$ cat src/pkg/mcec_pkg.sv
// Constants and types of the motion command error checker
package mcec_pkg;
  localparam logic [7:0] ADDR_CAUSE  = 8'h00;
  localparam logic [7:0] ADDR_CTRL   = 8'h04;
  localparam logic [7:0] ADDR_STATUS = 8'h08;
  localparam logic [7:0] ADDR_BOUND  = 8'h0C;
  localparam logic [7:0] ADDR_MAP    = 8'h10;
  localparam int CTRL_INTR_EN   = 0;
  localparam int CTRL_CLR_CAUSE = 1;
  localparam int CTRL_CLR_STS   = 2;
  localparam int STS_CRD_ILL    = 3;
  localparam int STS_AXIS_ILL   = 7;
  localparam int STS_CODE_LSB   = 8;
  localparam int C_OVF    = 0;
  localparam int C_CTRL   = 1;
  localparam int C_MULTI  = 2;
  localparam int C_DRVCLR = 3;
  localparam int C_INTR   = 4;
  localparam int C_MODE   = 6;
  localparam int C_IDX    = 7;
  localparam int C_HOME   = 8;
  localparam int C_ENA    = 9;
  localparam int C_FROZEN = 11;
  localparam int C_CRD    = 12;
  localparam int C_PTP    = 13;
  localparam int C_FULL   = 15;
  localparam logic [15:0] CAUSE_RSVD = 16'h4420;
  localparam logic [15:0] CAUSE_RST  = 16'h0000;
  localparam logic        INTR_EN_RST = 1'b0;
  localparam logic [31:0] BOUND_RST  = 32'h3FFF_FFFF;
  localparam logic [3:0]  MAP_RST    = 4'h0;
  typedef enum logic [3:0] {
    RES_COMM = 4'hF, RES_OK = 4'h0, RES_ILLEGAL = 4'h1, RES_RADIUS = 4'h2,
    RES_LENGTH = 4'h3, RES_VECTOR = 4'h4, RES_ENDPT = 4'h5, RES_MAP = 4'h6,
    RES_PARAM = 4'h7
  } mcec_res_t;
  typedef enum logic [5:0] {
    OP_ARC1_RAD = 6'h00, OP_ARC2_RAD = 6'h01, OP_ARC3_RAD = 6'h02,
    OP_ARC1_END = 6'h03, OP_ARC2_END = 6'h04, OP_ARC3_END = 6'h05,
    OP_LINE2 = 6'h06, OP_LINE3 = 6'h07, OP_LINE4 = 6'h08,
    OP_VEC_VEL = 6'h09, OP_VEC_ACC = 6'h0A, OP_MAP_AXES = 6'h0B,
    OP_SET_POS = 6'h0C, OP_SET_VEL = 6'h0D, OP_SET_ACC = 6'h0E,
    OP_SET_ACTUAL = 6'h0F, OP_SET_JERK = 6'h10, OP_SET_CTRL_PAR = 6'h11,
    OP_MULTI_COMMIT = 6'h12, OP_DRV_ALARM_CLR = 6'h13, OP_INTR_CMD = 6'h14,
    OP_SET_MODE = 6'h15, OP_ARM_INDEX = 6'h16, OP_ARM_HOME = 6'h17,
    OP_AXIS_ENABLE = 6'h18, OP_ZERO_POS = 6'h19, OP_SINGLE_COMMIT = 6'h1A,
    OP_SYNC_POS = 6'h1B, OP_START_MOVE = 6'h1C, OP_START_LIST = 6'h1D,
    OP_APPEND_LIST = 6'h1E, OP_MOVE2 = 6'h1F, OP_MOVE3 = 6'h20,
    OP_MOVE4 = 6'h21
  } mcec_op_t;
endpackage

$ cat src/pkg/mcec_reg_if.sv
// Register access path between the bus slave and the register file
`timescale 1ns/1ps
`default_nettype none
interface mcec_reg_if;
  logic        wr;
  logic [7:0]  addr;
  logic [31:0] wdata;
  logic [3:0]  sel;
  logic [31:0] rdata;
  modport bus
  (
    output wr, addr, wdata, sel,
    input  rdata
  );
  modport regs
  (
    input  wr, addr, wdata, sel,
    output rdata
  );
endinterface
`default_nettype wire

$ cat src/rtl/mcec_checker_top.sv
// Motion command validation, result codes and error cause register
// Function
// RQ1: Answer each command with signed result code
// RQ2: Code 2 only for radius arc commands
// RQ3: Code 3 only for bad line length
// RQ4: Code 4 for bad vector velocity/acceleration
// RQ5: Code 5 for bad endpoint arc commands
// RQ6: Code 6 when axis mapping fails/conflicts
// RQ7: Code 7 for unreasonable general parameters
// RQ8: Illegal commands are discarded, never executed
// RQ9: Illegal sets coordinated bit3 or axis bit7
// RQ10: Host-readable 16-bit cause register, axis/coordinate split
// RQ11: Bit0 on motion parameter overflow
// RQ12: Bit1 on illegal control parameter
// RQ13: Bit2 on multi-axis commit with zero
// RQ14: Bit3 on alarm clear while axis active
// RQ15: Bit4 on interrupt command, interrupts disabled
// RQ16: Bit6 on mode change while moving, except gearing
// RQ17: Bit7/Bit8 on re-arm while capture done/pending
// RQ18: Bit9 on axis enable during drive alarm
// RQ19: Bit11 on frozen change while moving or jog sync
// RQ20: Bit12 on illegal coordinate-system sequencing
// RQ21: Bit13 on point-to-point move errors
// RQ22: Buffer full refuses command, sets Bit15; host retries
// RQ23: Reserved bits 5, 10, 14 read zero
//
// The Wishbone slave port and the register offsets were left to the implementer.
`timescale 1ns/1ps
`default_nettype none
module mcec_checker_top
#(
  parameter int NUM_AXES = 4,
  parameter int AXIS_W   = 2
)
(
  input  wire logic              clk_i,
  input  wire logic              rst_i,
  input  wire logic              wb_cyc_i,
  input  wire logic              wb_stb_i,
  input  wire logic              wb_we_i,
  input  wire logic [7:0]        wb_adr_i,
  input  wire logic [3:0]        wb_sel_i,
  input  wire logic [31:0]       wb_dat_i,
  output logic      [31:0]       wb_dat_o,
  output logic                   wb_ack_o,
  input  wire logic              cmd_valid_i,
  output logic                   cmd_ready_o,
  input  wire logic [5:0]        cmd_op_i,
  input  wire logic [AXIS_W-1:0] cmd_axis_i,
  input  wire logic [31:0]       cmd_arg_a_i,
  input  wire logic [31:0]       cmd_arg_b_i,
  input  wire logic              cmd_comm_err_i,
  input  wire logic              ax_active_i,
  input  wire logic              ax_moving_i,
  input  wire logic              ax_gear_i,
  input  wire logic              ax_jog_i,
  input  wire logic              ax_capt_done_i,
  input  wire logic              ax_drv_alarm_i,
  input  wire logic              frozen_change_i,
  input  wire logic              buf_exec_i,
  input  wire logic              list_closed_i,
  input  wire logic              seg_busy_i,
  input  wire logic              buf_full_i,
  output logic                   rsp_valid_o,
  output logic      [3:0]        rsp_code_o,
  output logic                   exec_valid_o,
  output logic      [5:0]        exec_op_o,
  output logic      [AXIS_W-1:0] exec_axis_o,
  output logic      [31:0]       exec_arg_a_o,
  output logic      [31:0]       exec_arg_b_o,
  output logic                   crd_illegal_o,
  output logic                   axis_illegal_o,
  output logic                   intr_enable_o
);

  // Magnitude above the motion bound
  function automatic logic over_bound(input logic [31:0] v, input logic [31:0] b);
    logic [31:0] m;
    m = v[31] ? (~v + 32'h0000_0001) : v;
    return m > b;
  endfunction

  // Zero or negative
  function automatic logic non_pos(input logic [31:0] v);
    return v[31] | (v == 32'h0000_0000);
  endfunction

  // Byte-lane merge for writable words
  function automatic logic [31:0] merge(input logic [31:0] old, input logic [31:0] nw,
                                         input logic [3:0] sel);
    logic [31:0] r;
    r = old;
    for (int i = 0; i < 4; i++)
    begin
      if (sel[i])
      begin
        r[i*8 +: 8] = nw[i*8 +: 8];
      end
    end
    return r;
  endfunction

  mcec_reg_if rif ();

  mcec_wb_slave u_wb
  (
    .clk_i    (clk_i),
    .rst_i    (rst_i),
    .wb_cyc_i (wb_cyc_i),
    .wb_stb_i (wb_stb_i),
    .wb_we_i  (wb_we_i),
    .wb_adr_i (wb_adr_i),
    .wb_sel_i (wb_sel_i),
    .wb_dat_i (wb_dat_i),
    .wb_dat_o (wb_dat_o),
    .wb_ack_o (wb_ack_o),
    .rif      (rif.bus)
  );

  // Registers
  logic [15:0] cause_q;
  logic [15:0] cause_d;
  logic        intr_en_q;
  logic [31:0] bound_q;
  logic        crd_ill_q;
  logic        axis_ill_q;
  logic [3:0]  last_code_q;
  logic        rsp_valid_q;
  logic [3:0]  rsp_code_q;
  logic        exec_valid_q;
  logic [5:0]  exec_op_q;
  logic [AXIS_W-1:0] exec_axis_q;
  logic [31:0] exec_a_q;
  logic [31:0] exec_b_q;
  logic        idx_pend;
  logic        home_pend;
  logic        sync_pend;
  logic [3:0]  map_mask;

  // Every cycle can take a command; its answer follows one cycle later
  assign cmd_ready_o = 1'b1;
  wire take = cmd_valid_i & cmd_ready_o;

  // Opcode decode
  wire [5:0] op = cmd_op_i;
  wire is_arc_rad = (op == mcec_pkg::OP_ARC1_RAD) | (op == mcec_pkg::OP_ARC2_RAD)
                  | (op == mcec_pkg::OP_ARC3_RAD);
  wire is_arc_end = (op == mcec_pkg::OP_ARC1_END) | (op == mcec_pkg::OP_ARC2_END)
                  | (op == mcec_pkg::OP_ARC3_END);
  wire is_line    = (op == mcec_pkg::OP_LINE2) | (op == mcec_pkg::OP_LINE3)
                  | (op == mcec_pkg::OP_LINE4);
  wire is_vec     = (op == mcec_pkg::OP_VEC_VEL) | (op == mcec_pkg::OP_VEC_ACC);
  wire is_move    = (op == mcec_pkg::OP_MOVE2) | (op == mcec_pkg::OP_MOVE3)
                  | (op == mcec_pkg::OP_MOVE4);
  wire is_map     = (op == mcec_pkg::OP_MAP_AXES);
  wire is_start   = (op == mcec_pkg::OP_START_MOVE) | (op == mcec_pkg::OP_START_LIST);
  wire is_append  = (op == mcec_pkg::OP_APPEND_LIST);
  wire is_path    = is_arc_rad | is_arc_end | is_line | is_move;
  wire is_coord   = is_path | is_vec | is_map | is_start | is_append;
  wire is_known   = (op <= mcec_pkg::OP_MOVE4);
  wire is_motion_par = (op == mcec_pkg::OP_SET_POS) | (op == mcec_pkg::OP_SET_VEL)
                     | (op == mcec_pkg::OP_SET_ACC) | (op == mcec_pkg::OP_SET_ACTUAL);
  wire is_ctrl_par   = (op == mcec_pkg::OP_SET_VEL) | (op == mcec_pkg::OP_SET_ACC)
                     | (op == mcec_pkg::OP_SET_JERK) | (op == mcec_pkg::OP_SET_CTRL_PAR);
  wire is_commit     = (op == mcec_pkg::OP_SINGLE_COMMIT)
                     | (op == mcec_pkg::OP_MULTI_COMMIT);

  // Argument checks against the motion bound and for zero or negative
  wire a_over  = over_bound(cmd_arg_a_i, bound_q);
  wire b_over  = over_bound(cmd_arg_b_i, bound_q);
  wire a_nonpos = non_pos(cmd_arg_a_i);

  // Cause bits
  wire c_ovf    = is_motion_par & a_over; // RQ11
  wire c_ctrl   = is_ctrl_par & cmd_arg_a_i[31]; // RQ12
  wire c_multi  = (op == mcec_pkg::OP_MULTI_COMMIT)
                & (cmd_arg_a_i == 32'h0000_0000); // RQ13
  wire c_drvclr = (op == mcec_pkg::OP_DRV_ALARM_CLR) & ax_active_i; // RQ14
  wire c_intr   = (op == mcec_pkg::OP_INTR_CMD) & ~intr_en_q; // RQ15
  wire c_mode   = (op == mcec_pkg::OP_SET_MODE) & ax_moving_i & ~ax_gear_i; // RQ16
  wire capt_busy = ax_capt_done_i | idx_pend | home_pend;
  wire c_idx    = (op == mcec_pkg::OP_ARM_INDEX) & capt_busy; // RQ17
  wire c_home   = (op == mcec_pkg::OP_ARM_HOME) & capt_busy; // RQ17
  wire c_ena    = (op == mcec_pkg::OP_AXIS_ENABLE) & ax_drv_alarm_i; // RQ18
  wire c_frozen = ((op == mcec_pkg::OP_ZERO_POS) & ax_moving_i)
                | (is_commit & ax_moving_i & frozen_change_i)
                | ((op == mcec_pkg::OP_SINGLE_COMMIT) & ax_jog_i & sync_pend); // RQ19
  wire c_crd    = (is_start & buf_exec_i) | (is_append & ~list_closed_i)
                | (is_path & seg_busy_i); // RQ20
  wire c_ptp    = is_move & (a_over | b_over); // RQ21
  wire c_full   = (is_path | is_vec) & buf_full_i; // RQ22

  wire [15:0] cause_new;
  assign cause_new = { c_full, 1'b0, c_ptp, c_crd, c_frozen, 1'b0, c_ena, c_home,
                       c_idx, c_mode, 1'b0, c_intr, c_drvclr, c_multi, c_ctrl,
                       c_ovf } & ~mcec_pkg::CAUSE_RSVD; // RQ10 RQ23

  // Specific parameter faults
  wire f_radius = is_arc_rad & ((cmd_arg_a_i == 32'h0000_0000) | a_over); // RQ2
  wire f_length = is_line & (a_nonpos | a_over); // RQ3
  wire f_vector = is_vec & (a_nonpos | a_over); // RQ4
  wire f_endpt  = is_arc_end & (((cmd_arg_a_i == 32'h0000_0000)
                & (cmd_arg_b_i == 32'h0000_0000)) | a_over | b_over); // RQ5
  wire [3:0] map_req = cmd_arg_a_i[3:0];
  wire f_map    = is_map & ((map_req == 4'h0) | (|(map_req & map_mask))); // RQ6
  wire f_param  = ~is_known | (~is_coord & ({{(32-AXIS_W){1'b0}}, cmd_axis_i}
                >= 32'(NUM_AXES))); // RQ7

  // Result priority: link fault, illegal, then specific faults
  logic [3:0] code;
  always_comb
  begin
    if (cmd_comm_err_i)
    begin
      code = mcec_pkg::RES_COMM; // RQ1
    end
    else if (|cause_new)
    begin
      code = mcec_pkg::RES_ILLEGAL; // RQ1
    end
    else if (f_radius)
    begin
      code = mcec_pkg::RES_RADIUS; // RQ2
    end
    else if (f_length)
    begin
      code = mcec_pkg::RES_LENGTH; // RQ3
    end
    else if (f_vector)
    begin
      code = mcec_pkg::RES_VECTOR; // RQ4
    end
    else if (f_endpt)
    begin
      code = mcec_pkg::RES_ENDPT; // RQ5
    end
    else if (f_map)
    begin
      code = mcec_pkg::RES_MAP; // RQ6
    end
    else if (f_param)
    begin
      code = mcec_pkg::RES_PARAM; // RQ7
    end
    else
    begin
      code = mcec_pkg::RES_OK; // RQ1
    end
  end

  wire accept  = take & (code == mcec_pkg::RES_OK); // RQ8
  wire illegal = take & (code == mcec_pkg::RES_ILLEGAL);
  wire cause_set_en = illegal & ~cmd_comm_err_i;

  mcec_track u_track
  (
    .clk_i       (clk_i),
    .rst_i       (rst_i),
    .accept_i    (accept),
    .op_i        (op),
    .map_req_i   (map_req),
    .capt_done_i (ax_capt_done_i),
    .idx_pend_o  (idx_pend),
    .home_pend_o (home_pend),
    .sync_pend_o (sync_pend),
    .map_o       (map_mask)
  );

  // Register writes
  wire wr_ctrl  = rif.wr & (rif.addr == mcec_pkg::ADDR_CTRL) & rif.sel[0];
  wire wr_bound = rif.wr & (rif.addr == mcec_pkg::ADDR_BOUND);
  wire clr_cause = wr_ctrl & rif.wdata[mcec_pkg::CTRL_CLR_CAUSE];
  wire clr_sts   = wr_ctrl & rif.wdata[mcec_pkg::CTRL_CLR_STS];

  // New faults win over a clear in the same cycle
  assign cause_d = ((clr_cause ? 16'h0000 : cause_q)
                 | (cause_set_en ? cause_new : 16'h0000))
                 & ~mcec_pkg::CAUSE_RSVD; // RQ10 RQ23

  // Read mux
  wire [31:0] status_word = {20'h0_0000, last_code_q, axis_ill_q, 3'h0, crd_ill_q, 3'h0};
  always_comb
  begin
    unique case (rif.addr)
      mcec_pkg::ADDR_CAUSE:  rif.rdata = {16'h0000, cause_q}; // RQ10
      mcec_pkg::ADDR_CTRL:   rif.rdata = {31'h0000_0000, intr_en_q};
      mcec_pkg::ADDR_STATUS: rif.rdata = status_word;
      mcec_pkg::ADDR_BOUND:  rif.rdata = bound_q;
      mcec_pkg::ADDR_MAP:    rif.rdata = {28'h000_0000, map_mask};
      default:               rif.rdata = 32'h0000_0000;
    endcase
  end

  always_ff @(posedge clk_i)
  begin
    if (rst_i)
    begin
      cause_q   <= mcec_pkg::CAUSE_RST;
      intr_en_q <= mcec_pkg::INTR_EN_RST;
      bound_q   <= mcec_pkg::BOUND_RST;
    end
    else
    begin
      cause_q   <= cause_d;
      intr_en_q <= wr_ctrl ? rif.wdata[mcec_pkg::CTRL_INTR_EN] : intr_en_q;
      bound_q   <= wr_bound ? merge(bound_q, rif.wdata, rif.sel) : bound_q;
    end
  end

  // Illegal status flags, set wins over clear
  always_ff @(posedge clk_i)
  begin
    if (rst_i)
    begin
      crd_ill_q   <= 1'b0;
      axis_ill_q  <= 1'b0;
      last_code_q <= mcec_pkg::RES_OK;
    end
    else
    begin
      crd_ill_q   <= (illegal & is_coord) | (crd_ill_q & ~clr_sts); // RQ9
      axis_ill_q  <= (illegal & ~is_coord) | (axis_ill_q & ~clr_sts); // RQ9
      last_code_q <= take ? code : last_code_q;
    end
  end

  // Answer every command, forward accepted commands only
  always_ff @(posedge clk_i)
  begin
    if (rst_i)
    begin
      rsp_valid_q  <= 1'b0;
      rsp_code_q   <= mcec_pkg::RES_OK;
      exec_valid_q <= 1'b0;
      exec_op_q    <= 6'h00;
      exec_axis_q  <= '0;
      exec_a_q     <= 32'h0000_0000;
      exec_b_q     <= 32'h0000_0000;
    end
    else
    begin
      rsp_valid_q  <= take; // RQ1
      rsp_code_q   <= take ? code : rsp_code_q;
      exec_valid_q <= accept; // RQ8 RQ22
      exec_op_q    <= accept ? op : exec_op_q;
      exec_axis_q  <= accept ? cmd_axis_i : exec_axis_q;
      exec_a_q     <= accept ? cmd_arg_a_i : exec_a_q;
      exec_b_q     <= accept ? cmd_arg_b_i : exec_b_q;
    end
  end

  assign rsp_valid_o    = rsp_valid_q;
  assign rsp_code_o     = rsp_code_q;
  assign exec_valid_o   = exec_valid_q;
  assign exec_op_o      = exec_op_q;
  assign exec_axis_o    = exec_axis_q;
  assign exec_arg_a_o   = exec_a_q;
  assign exec_arg_b_o   = exec_b_q;
  assign crd_illegal_o  = crd_ill_q;
  assign axis_illegal_o = axis_ill_q;
  assign intr_enable_o  = intr_en_q;

endmodule // mcec_checker_top
`default_nettype wire

$ cat src/rtl/mcec_track.sv
// Remembers armed captures, pending position sync and axis mapping
`timescale 1ns/1ps
`default_nettype none
module mcec_track
(
  input  wire logic        clk_i,
  input  wire logic        rst_i,
  input  wire logic        accept_i,
  input  wire logic [5:0]  op_i,
  input  wire logic [3:0]  map_req_i,
  input  wire logic        capt_done_i,
  output logic             idx_pend_o,
  output logic             home_pend_o,
  output logic             sync_pend_o,
  output logic      [3:0]  map_o
);
  wire acc_idx  = accept_i & (op_i == mcec_pkg::OP_ARM_INDEX);
  wire acc_home = accept_i & (op_i == mcec_pkg::OP_ARM_HOME);
  wire acc_sync = accept_i & (op_i == mcec_pkg::OP_SYNC_POS);
  wire acc_cmt  = accept_i & (op_i == mcec_pkg::OP_SINGLE_COMMIT);
  wire acc_map  = accept_i & (op_i == mcec_pkg::OP_MAP_AXES);

  always_ff @(posedge clk_i)
  begin
    if (rst_i)
    begin
      idx_pend_o  <= 1'b0;
      home_pend_o <= 1'b0;
      sync_pend_o <= 1'b0;
      map_o       <= mcec_pkg::MAP_RST;
    end
    else
    begin
      // Arming wins over a capture in the same cycle
      idx_pend_o  <= acc_idx | (idx_pend_o & ~capt_done_i);
      home_pend_o <= acc_home | (home_pend_o & ~capt_done_i);
      sync_pend_o <= acc_sync | (sync_pend_o & ~acc_cmt);
      map_o       <= acc_map ? (map_o | map_req_i) : map_o;
    end
  end
endmodule // mcec_track
`default_nettype wire

$ cat src/rtl/mcec_wb_slave.sv
// Classic Wishbone slave front end with a registered ack after one wait state
`timescale 1ns/1ps
`default_nettype none
module mcec_wb_slave
(
  input  wire logic        clk_i,
  input  wire logic        rst_i,
  input  wire logic        wb_cyc_i,
  input  wire logic        wb_stb_i,
  input  wire logic        wb_we_i,
  input  wire logic [7:0]  wb_adr_i,
  input  wire logic [3:0]  wb_sel_i,
  input  wire logic [31:0] wb_dat_i,
  output logic      [31:0] wb_dat_o,
  output logic             wb_ack_o,
  mcec_reg_if.bus          rif
);
  logic        ack_q;
  logic [31:0] dat_q;
  wire         req = wb_cyc_i & wb_stb_i;

  // Write lands on the edge where the master sees ack
  assign rif.wr    = req & wb_we_i & ack_q;
  assign rif.addr  = wb_adr_i;
  assign rif.wdata = wb_dat_i;
  assign rif.sel   = wb_sel_i;
  assign wb_ack_o  = ack_q;
  assign wb_dat_o  = dat_q;

  always_ff @(posedge clk_i)
  begin
    if (rst_i)
    begin
      ack_q <= 1'b0;
      dat_q <= 32'h0000_0000;
    end
    else
    begin
      ack_q <= req & ~ack_q;
      dat_q <= (req & ~ack_q & ~wb_we_i) ? rif.rdata : 32'h0000_0000;
    end
  end
endmodule // mcec_wb_slave
`default_nettype wire
$ cat config.mk
export PLATFORM = sky130hd
export DESIGN_NAME = mcec_checker_top
export DESIGN_NICKNAME = d
export VERILOG_FILES = /design/src/pkg/mcec_pkg.sv /design/src/pkg/mcec_reg_if.sv /design/src/rtl/mcec_checker_top.sv /design/src/rtl/mcec_track.sv /design/src/rtl/mcec_wb_slave.sv
export SDC_FILE = /design/constraint.sdc
export NUM_CORES = 1
export LEC_CHECK = 0
export BUFFER_PORTS_ARGS = -buffer_cell sky130_fd_sc_hd__buf_4
export CORE_MARGIN = 2
export CORE_UTILIZATION = 59
export DETAILED_ROUTE_END_ITERATION = 7
export PLACE_DENSITY_LB_ADDON = 0.3
export SLEW_MARGIN = 40
export SYNTH_ARGS = -nofsm -noshare
export SYNTH_HDL_FRONTEND = slang
export SYNTH_HIERARCHICAL = 1
export SYNTH_SLANG_ARGS = --single-unit
$ cat constraint.sdc
create_clock -name clk_i -period 12.1 [get_ports clk_i]
set_input_delay 0.605 -clock clk_i [delete_from_list [all_inputs] [get_ports clk_i]]
set_output_delay 0.605 -clock clk_i [all_outputs]
set_load 0.05 [all_outputs]
# Word level (Yosys, flattened, before mapping)
# Index checks and enable logic that the tools add are counted.
[classes]
n_addsub = 2
multipliers = 0
div_mod_pow = 0
order_cmp = 3
n_eq_ne = 38
shift = 0
n_mux = 13
n_bitwise = 109
n_reduce_logical = 13
[op_table]
columns = ["cell", "n"]
rows = [
  ["$pmux W32 S5", 1],
  ["$eq A6 B5 Y1 const B", 16],
  ["$add A32 B1 Y32 const B", 2],
  ["$gt A32 B32 Y1", 2],
  ["$logic_not A32 Y1", 2],
  ["$mux W32", 2],
  ["$not A32 Y32", 2],
  ["$and A1 B1 Y1", 51],
  ["$eq A6 B4 Y1 const B", 8],
  ["$or A1 B1 Y1", 42],
  ["$mux W16", 2],
  ["$eq A6 B3 Y1 const B", 4],
  ["$mux W3", 7],
  ["$eq A8 B4 Y1 const B", 2],
  ["$or A16 B16 Y16", 1],
  ["$reduce_or A13 Y1", 1],
  ["$eq A6 B2 Y1 const B", 2],
  ["$eq A6 B6 Y1 const B", 2],
  ["$not A1 Y1", 11],
  ["$eq A8 B3 Y1 const B", 1],
  ["$eq A8 B5 Y1 const B", 1],
  ["$logic_not A4 Y1", 2],
  ["$logic_not A8 Y1", 1],
  ["$reduce_and A2 Y1", 4],
  ["9 further kinds", 9],
]
[totals]
register_bits = 169
latch_bits = 0
ramBits = 0
mem_bits_ro = 0
in_bits = 134
output_inout_bits = 115
elab_cells = 200
mem_count = 0

# Longest topological paths before layout
# Gate-level depths: netlist (run 1).
[depth]
ltp_word = 19
depth_mapped = 23
mapped_depth_nobuf = 21

# Cells and area by module
# The synthesis (run 1) kept the hierarchy.
[modules_own_cells]
columns = ["mod", "instances", "cells_each", "area_per_inst_um2", "seq_area_each_um2"]
rows = [
  ["mcec_checker_top", 1, 1072, 8919.8, 2522.4],
  ["mcec_wb_slave", 1, 119, 1265.0, 660.6],
  ["mcec_track", 1, 32, 304.0, 140.1],
]

# Least setup slack after synthesis (run 1)
# Ideal clock, no wire load.
[synth_timing]
path_type = "input -> register"
from = "input port cmd_arg_b_i[6]"
to = "register u_track.idx_pend_o"
setup_time_ns = 0.084
arrival_time_ns = 5.618
t_required_ns = 12.016
slack_ns = 6.398
path_stages = 20
path_buffers = 2
cell_sequence = "or4_1 or4_1 or3_1 or2_1 or3_1 o41ai_1 xnor2_1 ha_1 nand4_1 nor4_1 nand3_1 a22oi_1 nand2_1 a221oi_1 and4_1 clkbuf_1 buf_2 and3b_1 nand4b_1 o31ai_2"
[synth_via]
elab_chain_len = 16
word_cells_on_any_way = 22
cone_classes = "add/sub: 1; order compare: 1; mux: 7; bitwise: 10; reduce/logical: 3"
[synth_rtl]
columns = ["element", "line_no", "rtl"]
rows = [
  ["start, declared", "mcec_checker_top.sv:51", "input wire logic [31:0] cmd_arg_b_i,"],
  ["$not A32 Y32", "mcec_checker_top.sv:79", "m = v[31] ? (~v + 32'h0000_0001) : v;"],
  ["$add A32 B1 Y32", "mcec_checker_top.sv:79", ""],
  ["$mux W32", "mcec_checker_top.sv:79", ""],
  ["$gt A32 B32 Y1", "mcec_checker_top.sv:80", "return m > b;"],
  ["$or A1 B1 Y1", "mcec_checker_top.sv:203", "& (cmd_arg_b_i == 32'h0000_0000)) | a_over | b_over);"],
  ["$and A1 B1 Y1", "mcec_checker_top.sv:202", "wire f_endpt = is_arc_end & (((cmd_arg_a_i == 32'h0000_0000)"],
  ["$mux W3", "mcec_checker_top.sv:233", "else if (f_endpt)"],
  ["$mux W3", "mcec_checker_top.sv:229", "else if (f_vector)"],
  ["$mux W3", "mcec_checker_top.sv:225", "else if (f_length)"],
  ["$mux W3", "mcec_checker_top.sv:221", "else if (f_radius)"],
  ["$mux W3 *", "mcec_checker_top.sv:217", "else if (|cause_new)"],
  ["$mux W4 *", "mcec_checker_top.sv:213", "if (cmd_comm_err_i)"],
  ["$logic_not A4 Y1 *", "mcec_checker_top.sv:251", "wire accept = take & (code == mcec_pkg::RES_OK);"],
  ["$and A1 B1 Y1 *", "mcec_checker_top.sv:251", ""],
  ["net accept", "mcec_checker_top.sv:251", ""],
  ["$and A1 B1 Y1 *", "mcec_track.sv:17", "wire acc_idx = accept_i & (op_i == mcec_pkg::OP_ARM_INDEX);"],
  ["$or A1 B1 Y1 *", "mcec_track.sv:35", "idx_pend_o <= acc_idx | (idx_pend_o & ~capt_done_i);"],
  ["end signal, assigned", "mcec_track.sv:35", ""],
  ["end, declared", "mcec_track.sv:12", "output logic idx_pend_o,"],
]
# Mark *: on every way through the listed nets, which the timed path passes. The rest lies on a longest branch.
# A chain may end at the register's enable or synchronous reset.

# Final worst setup path (run 1)
[layout_timing]
from = "input port cmd_arg_a_i[2]"
to = "register exec_a_q[16], in the netlist exec_arg_a_o[16]"
[layout_via]
elab_chain_len = 15
word_cells_on_any_way = 34
cone_classes = "add/sub: 1; order compare: 1; mux: 8; bitwise: 19; reduce/logical: 5"
[layout_rtl]
columns = ["element", "line_no", "rtl"]
rows = [
  ["start, declared", "mcec_checker_top.sv:50", "input wire logic [31:0] cmd_arg_a_i,"],
  ["$not A32 Y32", "mcec_checker_top.sv:79", ""],
  ["$add A32 B1 Y32", "mcec_checker_top.sv:79", ""],
  ["$mux W32", "mcec_checker_top.sv:79", ""],
  ["$gt A32 B32 Y1", "mcec_checker_top.sv:80", ""],
  ["$or A1 B1 Y1 (2 in a row)", "mcec_checker_top.sv:203", ""],
  ["$and A1 B1 Y1", "mcec_checker_top.sv:202", ""],
  ["$mux W3", "mcec_checker_top.sv:233", ""],
  ["$mux W3", "mcec_checker_top.sv:229", ""],
  ["$mux W3", "mcec_checker_top.sv:225", ""],
  ["$mux W3", "mcec_checker_top.sv:221", ""],
  ["$mux W3 *", "mcec_checker_top.sv:217", ""],
  ["$mux W4 *", "mcec_checker_top.sv:213", ""],
  ["$logic_not A4 Y1 *", "mcec_checker_top.sv:251", ""],
  ["$and A1 B1 Y1 *", "mcec_checker_top.sv:251", ""],
  ["end signal, assigned", "mcec_checker_top.sv:347", "exec_a_q <= accept ? cmd_arg_a_i : exec_a_q;"],
  ["end, declared", "mcec_checker_top.sv:133", "logic [31:0] exec_a_q;"],
]
# Mark *: on every way between the ends. The rest lies on a longest branch, timed or not.

==> flow_summary.ini, run 1 <==
[route]
avgViaCountPerCell = 5.760
drc_errors = 0
drt_iter0_drc = 777
avgRoutedWirePerCell_um = 17.92
num_vias = 9326
ant_nets = 0
wirelength_um = 29020
drt-pass1-iter-count = 6

[timing]
fmax_mhz = 147.8
hold_violations = 0
fin_crit_ns = 6.767
worst_pin_slew_ns = 0.7389
final.setup.tns_ns = 0
rsz0062_at_grt = false
setup_viol = 0
drv_slew = 0
post-route-period-util = 0.5592
clock_skew_ns = 0.01293
slew_headroom = 0.5074

[clock_network]
post_cts_buffers = 0
clkLatencyLatePin_ns = 0.44
numCtsBuffers = 17
ctsHoldBuffers = 0
ctsResizeCount = 0
cts_buffer_depth = 2
cts_tree = done
cts_max_level = 4
cts_root_buf = clkbuf_16
clock-sinks = 166
clk_pin_slew_ns = 0.07

[floorplan]
floorplan.die_area_mm2 = 0.01886
die_h_um = 137.3
initial_core_util = 0.6043
rows = 48
core_region_area_mm2 = 0.01736
die_w_um = 137.3
ios = 249

[critical_path]
startpoint_type = primary input
reg2reg_slack_ns = 7.60
crit_fanout = 44
crit_slowest_cell = buf_4
cpPeakStageDelay_ns = 0.71
cp_data_required_time_ns = 12.45
crit_chain = buf_4, nor4_1, nand2b_1, or4_1, or3_1, or3_1, o31ai_1, xnor2_1, ha_1, nand4_1, nor4_1, and2_1, inv_1, a21oi_1, nand2_1, a221oi_1, and4_4, buf_4, mux2i_1
crit_path_end_kind = flip-flop
crit_arrival_ns = 7.12
critical_path_class = in2reg

[global_routing]
grt_use_total = 0.3058
gr-total-overflow = 0
grt_pass1_vias = 8941
antenna_found_initial = 0
grt_max_degree = 126
grt_first_pass_wirelength_um = 45160

[finish]
nNetsFinal = 1581
post-route-util = 0.7269
area.growth.synth_to_final_pct = 20.28
drive_gt1_frac = 0.2209
diodes = 0

[synth]
ys_seq_elements = 166
synth_top_area_frac = 0.3168
synthFlopType = dfxtp_1
synth_edf_count = 0
yosys.area.top_type = dfxtp_1
yosysWarnings = 6
async_flop_share = 0
synth_cells = 1223
synth_area_mm2 = 0.01049
syn_area_per_cell_um2 = 8.576
syn_nets = 1423
synthDistinctLibCells = 74
synth_seq_area_share = 0.3168
synth_area_leaders = dfxtp_1 32%, nand2b_1 9.5%, ha_1 7.9%

[placed_design]
dpl.hpwl_um = 21710
io_buffers = 247
routabilityCongestion = 0.9328

[power]
power_leakage_nw = 5.540
p_per_area_mw_per_mm2 = 106.8
peakVddDrop_v = 0.00009648

[outcome]
status = finished, final reports clean

[flow_run]
max-cap-violations = 0

[min_path]
hp-class = in2reg
==> cell type report <==
type / count / area (um^2)
Inverter: 48 / 180.2
Timing Repair Buffer: 252 / 1896
Clock buffer: 18 / 439.2
Tap cell: 225 / 281.5
Multi-Input combinational cell: 896 / 6291
Sequential cell: 166 / 3323
Clock inverter: 14 / 205.2
Fill cell: 1336 / 4741
==> path summary, 6_finish.rpt <==
check	cells past startpoint	endpoint	startpoint
worst max register to register	12	exec_arg_a_o[16]	bound_q[27]
worst max-delay path	19	exec_arg_a_o[16]	cmd_arg_a_i[2]
worst min register to register	2	bound_q[31]	bound_q[31]
worst min-delay path	2	bound_q[7]	wb_dat_i[7]
==> synth_stat cells (5+ instances only) <==
cell and n:
xnor2_1 59, nor3_1 34, or3_1 11, a22o_1 10, nand2_1 108, mux2i_1 81
nor2_1 42, o31ai_1 18, a211o_1 8, nor4_1 7, inv_1 48, o21ai_0 42
a211oi_1 5, buf_4 47, a22oi_1 5, or2_2 5, dfxtp_1 166, and3_1 36
buf_12 5, clkbuf_1 49, ha_1 66, nand3b_1 26, nand3_1 11, nor2b_1 10
or4_1 12, o22ai_1 7, o41ai_1 10, a21oi_1 38, nand2b_1 160, nand4_1 15
==> power by group <==
part	switching (W)	total (W)	internal [W]
logic	0.000111	0.000199	0.0000876
registers	0.00000365	0.000554	0.000551
clock network	0.000253	0.000595	0.000342
==> worst max-delay path: cells and delay by family <==
kind	cells	cell delay, ns
AO/OA/AOI/OAI	3	1.01
XOR/XNOR	1	0.10
adder cells (fa/ha/maj)	1	0.32
buffers and inverters	3	0.90
multiplexers	1	0.28
AND/OR/NAND/NOR	10	3.88
==> metrics by stage <==
stage / hold slack, ns / area, um^2 / setup slack, ns / total power, W / instances
6_report: 0.3745 / 12620 / 5.333 / 0.001348 / 1619
5_1_grt: 0.3674 / 12620 / 4.804 / 0.001390 / 1619
4_1_cts: 0.3684 / 12610 / 5.350 / 0.001349 / 1619
3_5_place_dp: 0.4465 / 11960 / 4.907 / 0.0007626 / 1587
3_3_place_gp: 0.4348 / 11950 / 5.086 / 0.0007590 / 1587
2_1_floorplan: 0.4191 / 10490 / 6.398 / 0.0006973 / 1223
==> layout by cell type, fill, tap and decap left out, types with 3 or more instances in the layout <==
cell and n:
inv_8 5, nor4b_1 3, o31ai_1 18, a21oi_1 38, mux2i_1 81, inv_1 48, nand2_1 108, nand3b_1 26
xnor2_1 59, a22oi_1 5, o22ai_1 7, or4_1 12, or3_1 11, bufinv_16 3, nand4_1 15, o22a_1 4
o41ai_1 10, a31oi_1 4, a211o_1 8, nor2b_1 10, dfxtp_1 166, or2_2 5, a211oi_1 5, nand4b_1 4
nor3_1 33, ha_1 66, nor4_1 7, nand3_1 11, inv_6 3, a22o_1 10, clkbuf_16 17, o211ai_1 4
buf_4 251, o31a_1 3, nor2_1 41, and3_1 36, o21ai_0 42, nand2b_1 160
==> registers in the layout, summed over array words and instances, names as in the netlist, 2 cells and up <==
signal	cells
rsp_code_o	4
bound_q	32
exec_arg_a_o	32
cause_q	13
exec_axis_o	2
exec_arg_b_o	32
u_track/map_o	4
u_wb/wb_dat_o	32
exec_op_o	6
==> metal layers <==
metal / global-route usage / share of wire / up-vias
met2: 0.5321 / 0.49 / 365
met4: 0.1277 / 0.034 / 0
met5: 0 / 0 / -
met3: 0.04746 / 0.064 / 61
met1: 0.3756 / 0.41 / 4354
li1: - / - / 4546
==> cells by family after synthesis <==
kind of cell               synth area share
xor gates and xnor gates            0.04927
other                             0.0003575
AOI/OAI and AO/OA                    0.1211
and+or+nand+nor                      0.2700
DFF                                  0.3168
muxes                               0.07837
adders and majority gates           0.07873
buffers and inverters               0.08541
(Power assumes the default switching activity.)
==> run 2, diff against run 1 <==
--- a/config.mk
+++ b/config.mk
@@ -5,9 +5,10 @@
 export SDC_FILE = /design/constraint.sdc
 export NUM_CORES = 1
 export LEC_CHECK = 0
+export ABC_AREA = 1
 export BUFFER_PORTS_ARGS = -buffer_cell sky130_fd_sc_hd__buf_4
 export CORE_MARGIN = 2
-export CORE_UTILIZATION = 59
+export CORE_UTILIZATION = 50
 export DETAILED_ROUTE_END_ITERATION = 7
 export PLACE_DENSITY_LB_ADDON = 0.3
 export SLEW_MARGIN = 40
==> constraint.sdc (replaced) <==
create_clock -name clk_i -period 6.1 [get_ports clk_i]
set_input_delay 0.305 -clock clk_i [delete_from_list [all_inputs] [get_ports clk_i]]
set_output_delay 0.305 -clock clk_i [all_outputs]
set_load 0.05 [all_outputs]
==> run 2 against run 1 <==
Global-route usage down 1.6 points. Die area up 20%. Synthesized cell count up 29%. Power up 100%. Combinational power up 140%. First-iteration DRC count up 28%. Setup slack worse by 4.3 ns. Clock power up 90%. Non-clock buffer count up 8. Register-to-register slack worse by 4.9 ns. Critical path type unchanged.
==> flow_summary.ini, run 2 <==
[outcome]
status = finished, final reports clean

[global_routing]
gr-total-overflow = 0
grt_first_pass_wirelength_um = 50850
grt_use_total = 0.2893
grt_max_degree = 70
antenna_found_initial = 0
grt_pass1_vias = 9942

[timing]
drv_slew = 0
slew_headroom = 0.5092
final.setup.tns_ns = 0
fmax_mhz = 196.4
rsz0062_at_grt = false
post-route-period-util = 0.8347
clock_skew_ns = 0.01029
setup_viol = 0
worst_pin_slew_ns = 0.7363
fin_crit_ns = 5.092
hold_violations = 0

[clock_network]
cts_max_level = 4
cts_root_buf = clkbuf_16
ctsHoldBuffers = 0
clkLatencyLatePin_ns = 0.44
cts_buffer_depth = 2
numCtsBuffers = 17
clock-sinks = 166
ctsResizeCount = 0
clk_pin_slew_ns = 0.07
cts_tree = done
post_cts_buffers = 0

[route]
drt-pass1-iter-count = 5
wl_met2_um = 15110
avgViaCountPerCell = 5.301
wirelength_um = 32680
drt_iter0_drc = 994
num_vias = 10770
ant_nets = 0
wl_met3_um = 2684
top_layer_used = met4
drt-met1-wl_um = 13710
avgRoutedWirePerCell_um = 16.08
drc_errors = 0

[critical_path]
cpPeakStageDelay_ns = 0.54
startpoint_type = primary input
critical_path_class = in2reg
cp.buffers_inverters = 5
reg2reg_slack_ns = 2.71
reg2reg_depth = 17
crit_slowest_cell = buf_4
cp_top_family = simple AND/OR/NAND/NOR gates
cp_common_cell = nand2_1
cp-startpoint = cmd_arg_b_i[0]
crit_fanout = 49
r2r-start = bound_q[11]
crit_cells = 27
cp-endpoint = exec_arg_a_o[1]
cp_data_required_time_ns = 6.43
crit_arrival_ns = 5.42
crit_path_end_kind = flip-flop
rr_endpoint = exec_arg_a_o[1]

[floorplan]
initial_core_util = 0.5088
floorplan.die_area_mm2 = 0.02258
die_w_um = 150.3
die_h_um = 150.3
ios = 249
rows = 53
core_region_area_mm2 = 0.02102

[min_path]
hp-class = in2reg

[synth]
synthDistinctLibCells = 42
synth_area_mm2 = 0.01070
synth_edf_count = 0
synthFlopType = dfxtp_1
yosysWarnings = 6
syn_nets = 1775
yosysMostFrequentCell = nand2_1
synth_area_leaders = dfxtp_1 31%, nand2_1 11%, nor2_1 9.2%
async_flop_share = 0
synth_common_cells = 300 x nand2_1, 262 x nor2_1, 215 x inv_1, 166 x dfxtp_1, 108 x nand4_1
synth_top_area_frac = 0.3107
synth_cells = 1575
yosys.area.top_type = dfxtp_1
ys_seq_elements = 166
syn_area_per_cell_um2 = 6.791
synth_seq_area_share = 0.3107

[power]
power_leakage_nw = 6.417
peakVddDrop_v = 0.0001913
p_per_area_mw_per_mm2 = 210.7
power_w = 0.002728

[finish]
final-instance-count-excl-fill = 2032
most-common-layout-cells = 300 x nand2_1, 261 x nor2_1, 259 x buf_4
final_common_cell = nand2_1
nNetsFinal = 1944
area.growth.synth_to_final_pct = 21.04
diodes = 0
post-route-util = 0.6159
drive_gt1_frac = 0.2026
nFillCells = 1943

[placed_design]
io_buffers = 247
place_inst = 2000
routabilityCongestion = 0.9273
dpl.hpwl_um = 25300

[flow_run]
max-cap-violations = 0
==> run 2: cells by family after synthesis <==
group	Yosys count	synth area share
adders and majority gates	66	0.07720
buffers and inverters	333	0.1422
AOI/OAI and AO/OA	159	0.09077
and+or+nand+nor	793	0.3321
DFF	166	0.3107
xor gates and xnor gates	57	0.04667
other	1	0.0003506
==> run 2: through the flow <==
stage	area (um^2)	setup WS, ns	hold WS (ns)
floorplan	10700	1.902	0.3741
detailed placement	12320	0.6813	0.4476
global placement	12310	0.4978	0.4371
global route	12950	0.5200	0.05234
CTS	12940	1.140	0.05255
finish	12950	1.008	0.06482
==> run 2: how the worst min path moves through the flow <==
stage,depth (start not counted),end,startpoint
2_1_floorplan,1,u_track/home_pend_o,rst_i
3_3_place_gp,2,u_track/map_o[2],u_track/map_o[2]
3_5_place_dp,2,u_track/map_o[2],u_track/map_o[2]
4_1_cts,2,rsp_code_o[0],cmd_valid_i
5_1_grt,2,rsp_code_o[0],cmd_valid_i
6_report,2,rsp_code_o[0],cmd_valid_i
==> run 2: layout make-up <==
class                      instances  area, um^2  share of cell area
inverter                         223       837.1             0.06465
clock inverter                    12       161.4             0.01247
sequential                       166        3323              0.2567
multi-input combinational       1076        5866              0.4530
tap                              275       344.1             0.02658
timing repair buffer             260        1959              0.1513
clock buffer                      20       456.7             0.03527
==> run 2: layer usage <==
layer / global-route usage / vias up
li1: - / 5366
met1: 0.3819 / 4861
met3: 0.05212 / 69
met5: 0 / -
met2: 0.4673 / 476
met4: 0.1170 / 0
==> run 2: power breakdown <==
part	switching [W]	internal, W
Combinational	0.000318	0.000168
Sequential	0.00000963	0.00110
Clock	0.000492	0.000642
Total	0.000820	0.00191
==> run 3, diff against run 2 <==
==> constraint.sdc (replaced) <==
create_clock -name clk_i -period 4.3 [get_ports clk_i]
set_input_delay 0.215 -clock clk_i [delete_from_list [all_inputs] [get_ports clk_i]]
set_output_delay 0.215 -clock clk_i [all_outputs]
set_load 0.05 [all_outputs]
==> run 3 against run 2 <==
Final cell count grew 2.5%. Global-route usage increased by 0.60 points. Sequential power rose by 41%. Register-to-register slack worse by 1.4 ns. Routed wire length increased by 8.6%. Sequential share of layout area shrank 1.6 points. Critical path depth is 6 higher. Power is 42% higher. Via count grew 5.5%. Combinational power up 64%. Die area did not move. Flip-flop and latch count did not move.
==> flow_summary.ini, run 3 (same netlist as run 2, synthesis figures left out) <==
[power]
power_leakage_nw = 6.726
p_per_area_mw_per_mm2 = 280.4
peakVddDrop_v = 0.0002557

[route]
drt-pass1-iter-count = 5
num_vias = 11360
ant_nets = 0
avgViaCountPerCell = 5.455
drt_iter0_drc = 1117
drc_errors = 0
wirelength_um = 35490
avgRoutedWirePerCell_um = 17.04

[finish]
nFillCells = 1845
final_common_cell = nand2_1
drive_gt1_frac = 0.2445
nNetsFinal = 1995
diodes = 0
most-common-layout-cells = 285 x nand2_1, 278 x buf_4, 255 x nor2_1
area.growth.synth_to_final_pct = 29.07
final_area_mm2 = 0.01381

[clock_network]
cts_tree = done
cts_max_level = 4
cts_buffer_depth = 2
clock-sinks = 166
clk_pin_slew_ns = 0.07
numCtsBuffers = 17
cts_root_buf = clkbuf_16
clkLatencyLatePin_ns = 0.44

[floorplan]
ios = 249
initial_core_util = 0.5088
core_region_area_mm2 = 0.02102
die_w_um = 150.3
die_h_um = 150.3
rows = 53
floorplan.die_area_mm2 = 0.02258

[min_path]
worstHoldStart = wb_dat_i[24]
hp-class = in2reg

[timing]
worst_pin_slew_ns = 0.8171
drv_slew = 0
post-route-period-util = 0.9555
setup_viol = 0
fin_crit_ns = 4.109
slew_headroom = 0.4502
clock_skew_ns = 0.01305
fmax_mhz = 243.4
hold_violations = 0
final.setup.tns_ns = 0

[global_routing]
grt_use_total = 0.2953
antenna_found_initial = 0
grt_pass1_vias = 10370
gr-total-overflow = 0
grt_first_pass_wirelength_um = 52010
grt_max_degree = 66

[placed_design]
dpl_cell_area_mm2 = 0.01257
dpl.hpwl_um = 25730
routabilityCongestion = 0.9881
io_buffers = 247

[critical_path]
critical_path_class = in2reg
cp_common_cell = nand2_4
crit_arrival_ns = 4.49
cp-startpoint = cmd_arg_a_i[0]
cp.buffers_inverters = 5
crit_slowest_cell = ha_1
crit_path_end_kind = flip-flop
cpPeakStageDelay_ns = 0.30
r2r-start = bound_q[9]
crit_fanout = 16
cp_data_required_time_ns = 4.68
cp_top_family = simple AND/OR/NAND/NOR gates
startpoint_type = primary input

[outcome]
status = finished, final reports clean

[flow_run]
max-cap-violations = 0
-- run 3: changes by cell type in the layout (fill, tap and decap cells not counted), moves of 7 or more --
cell | before | now
buf_12 | 0 | 7
buf_4 | 259 | 278
dlygate4sd3_1 | 0 | 14
nand2_1 | 300 | 285
nand2_2 | 4 | 14
-- run 3: tightest hold or removal path, delay by kind of cell --
family	cells	cell delay, ns
simple gates	1	0.04
buf+inv	1	0.08
compound gates	1	0.07
-- run 3: where the power goes --
group	switching [W]	internal (W)	total, W
sequential	0.0000134	0.00156	0.00157
clock	0.000733	0.000770	0.00150
combinational	0.000500	0.000296	0.000796
total	0.00125	0.00262	0.00387
-- run 3: per-layer routing --
layer  vias up  part of all wire  wire length (um)  GRT usage
met1      5205              0.40             14310     0.3746
met3       106             0.088              3138    0.05606
met4         0             0.041              1447     0.1250
li1       5456                 -                 -          -
met5         -                 0                 0          0
met2       596              0.47             16600     0.4907
-- run 3: final timing paths --
path                       to  cells after the start  slack (ns)
max           exec_arg_b_o[3]                     33        0.19
min               bound_q[24]                      3       0.005
max reg2reg   exec_arg_b_o[3]                     21        1.33
min reg2reg  u_track/map_o[2]                      2        0.45
-- run 3: area by class of cell --
type                    instances  area, um^2  share of cell area
clock buffers                  18       429.2             0.03109
clock inverters                14       142.6             0.01033
inverters                     223       857.1             0.06208
multi-input cells            1076        6107              0.4424
flip-flops and latches        166        3323              0.2407
well taps                     275       344.1             0.02492
repair buffers                311        2603              0.1885
-- run 3: through the flow --
| step | power (W) | instances | setup WS (ns) | util | hold WS (ns) |
|---|---|---|---|---|---|
| 2_1_floorplan | 0.002065 | 1575 | 0.1922 | - | 0.2841 |
| 3_3_place_gp | 0.002305 | 2022 | -0.2214 | 0.5978 | 0.4150 |
| 3_5_place_dp | 0.002321 | 2022 | -0.3831 | 0.5979 | 0.4217 |
| 4_1_cts | 0.003812 | 2068 | 0.06418 | 0.6317 | 0.001128 |
| 5_1_grt | 0.004003 | 2083 | -0.09537 | 0.6567 | 0.003341 |
| 6_report | 0.003871 | 2083 | 0.1912 | 0.6567 | 0.005449 |
-- run 3: what timing repair did --
| item | CTS | global route |
|---|---|---|
| setup endpoints to repair | 0 | 98 |
| endpoints found under the hold margin | 14 | 0 |
| buffers inserted | 0 | 9 |
| hold buffers | 14 | 0 |
| resized for setup | 0 | 80 |
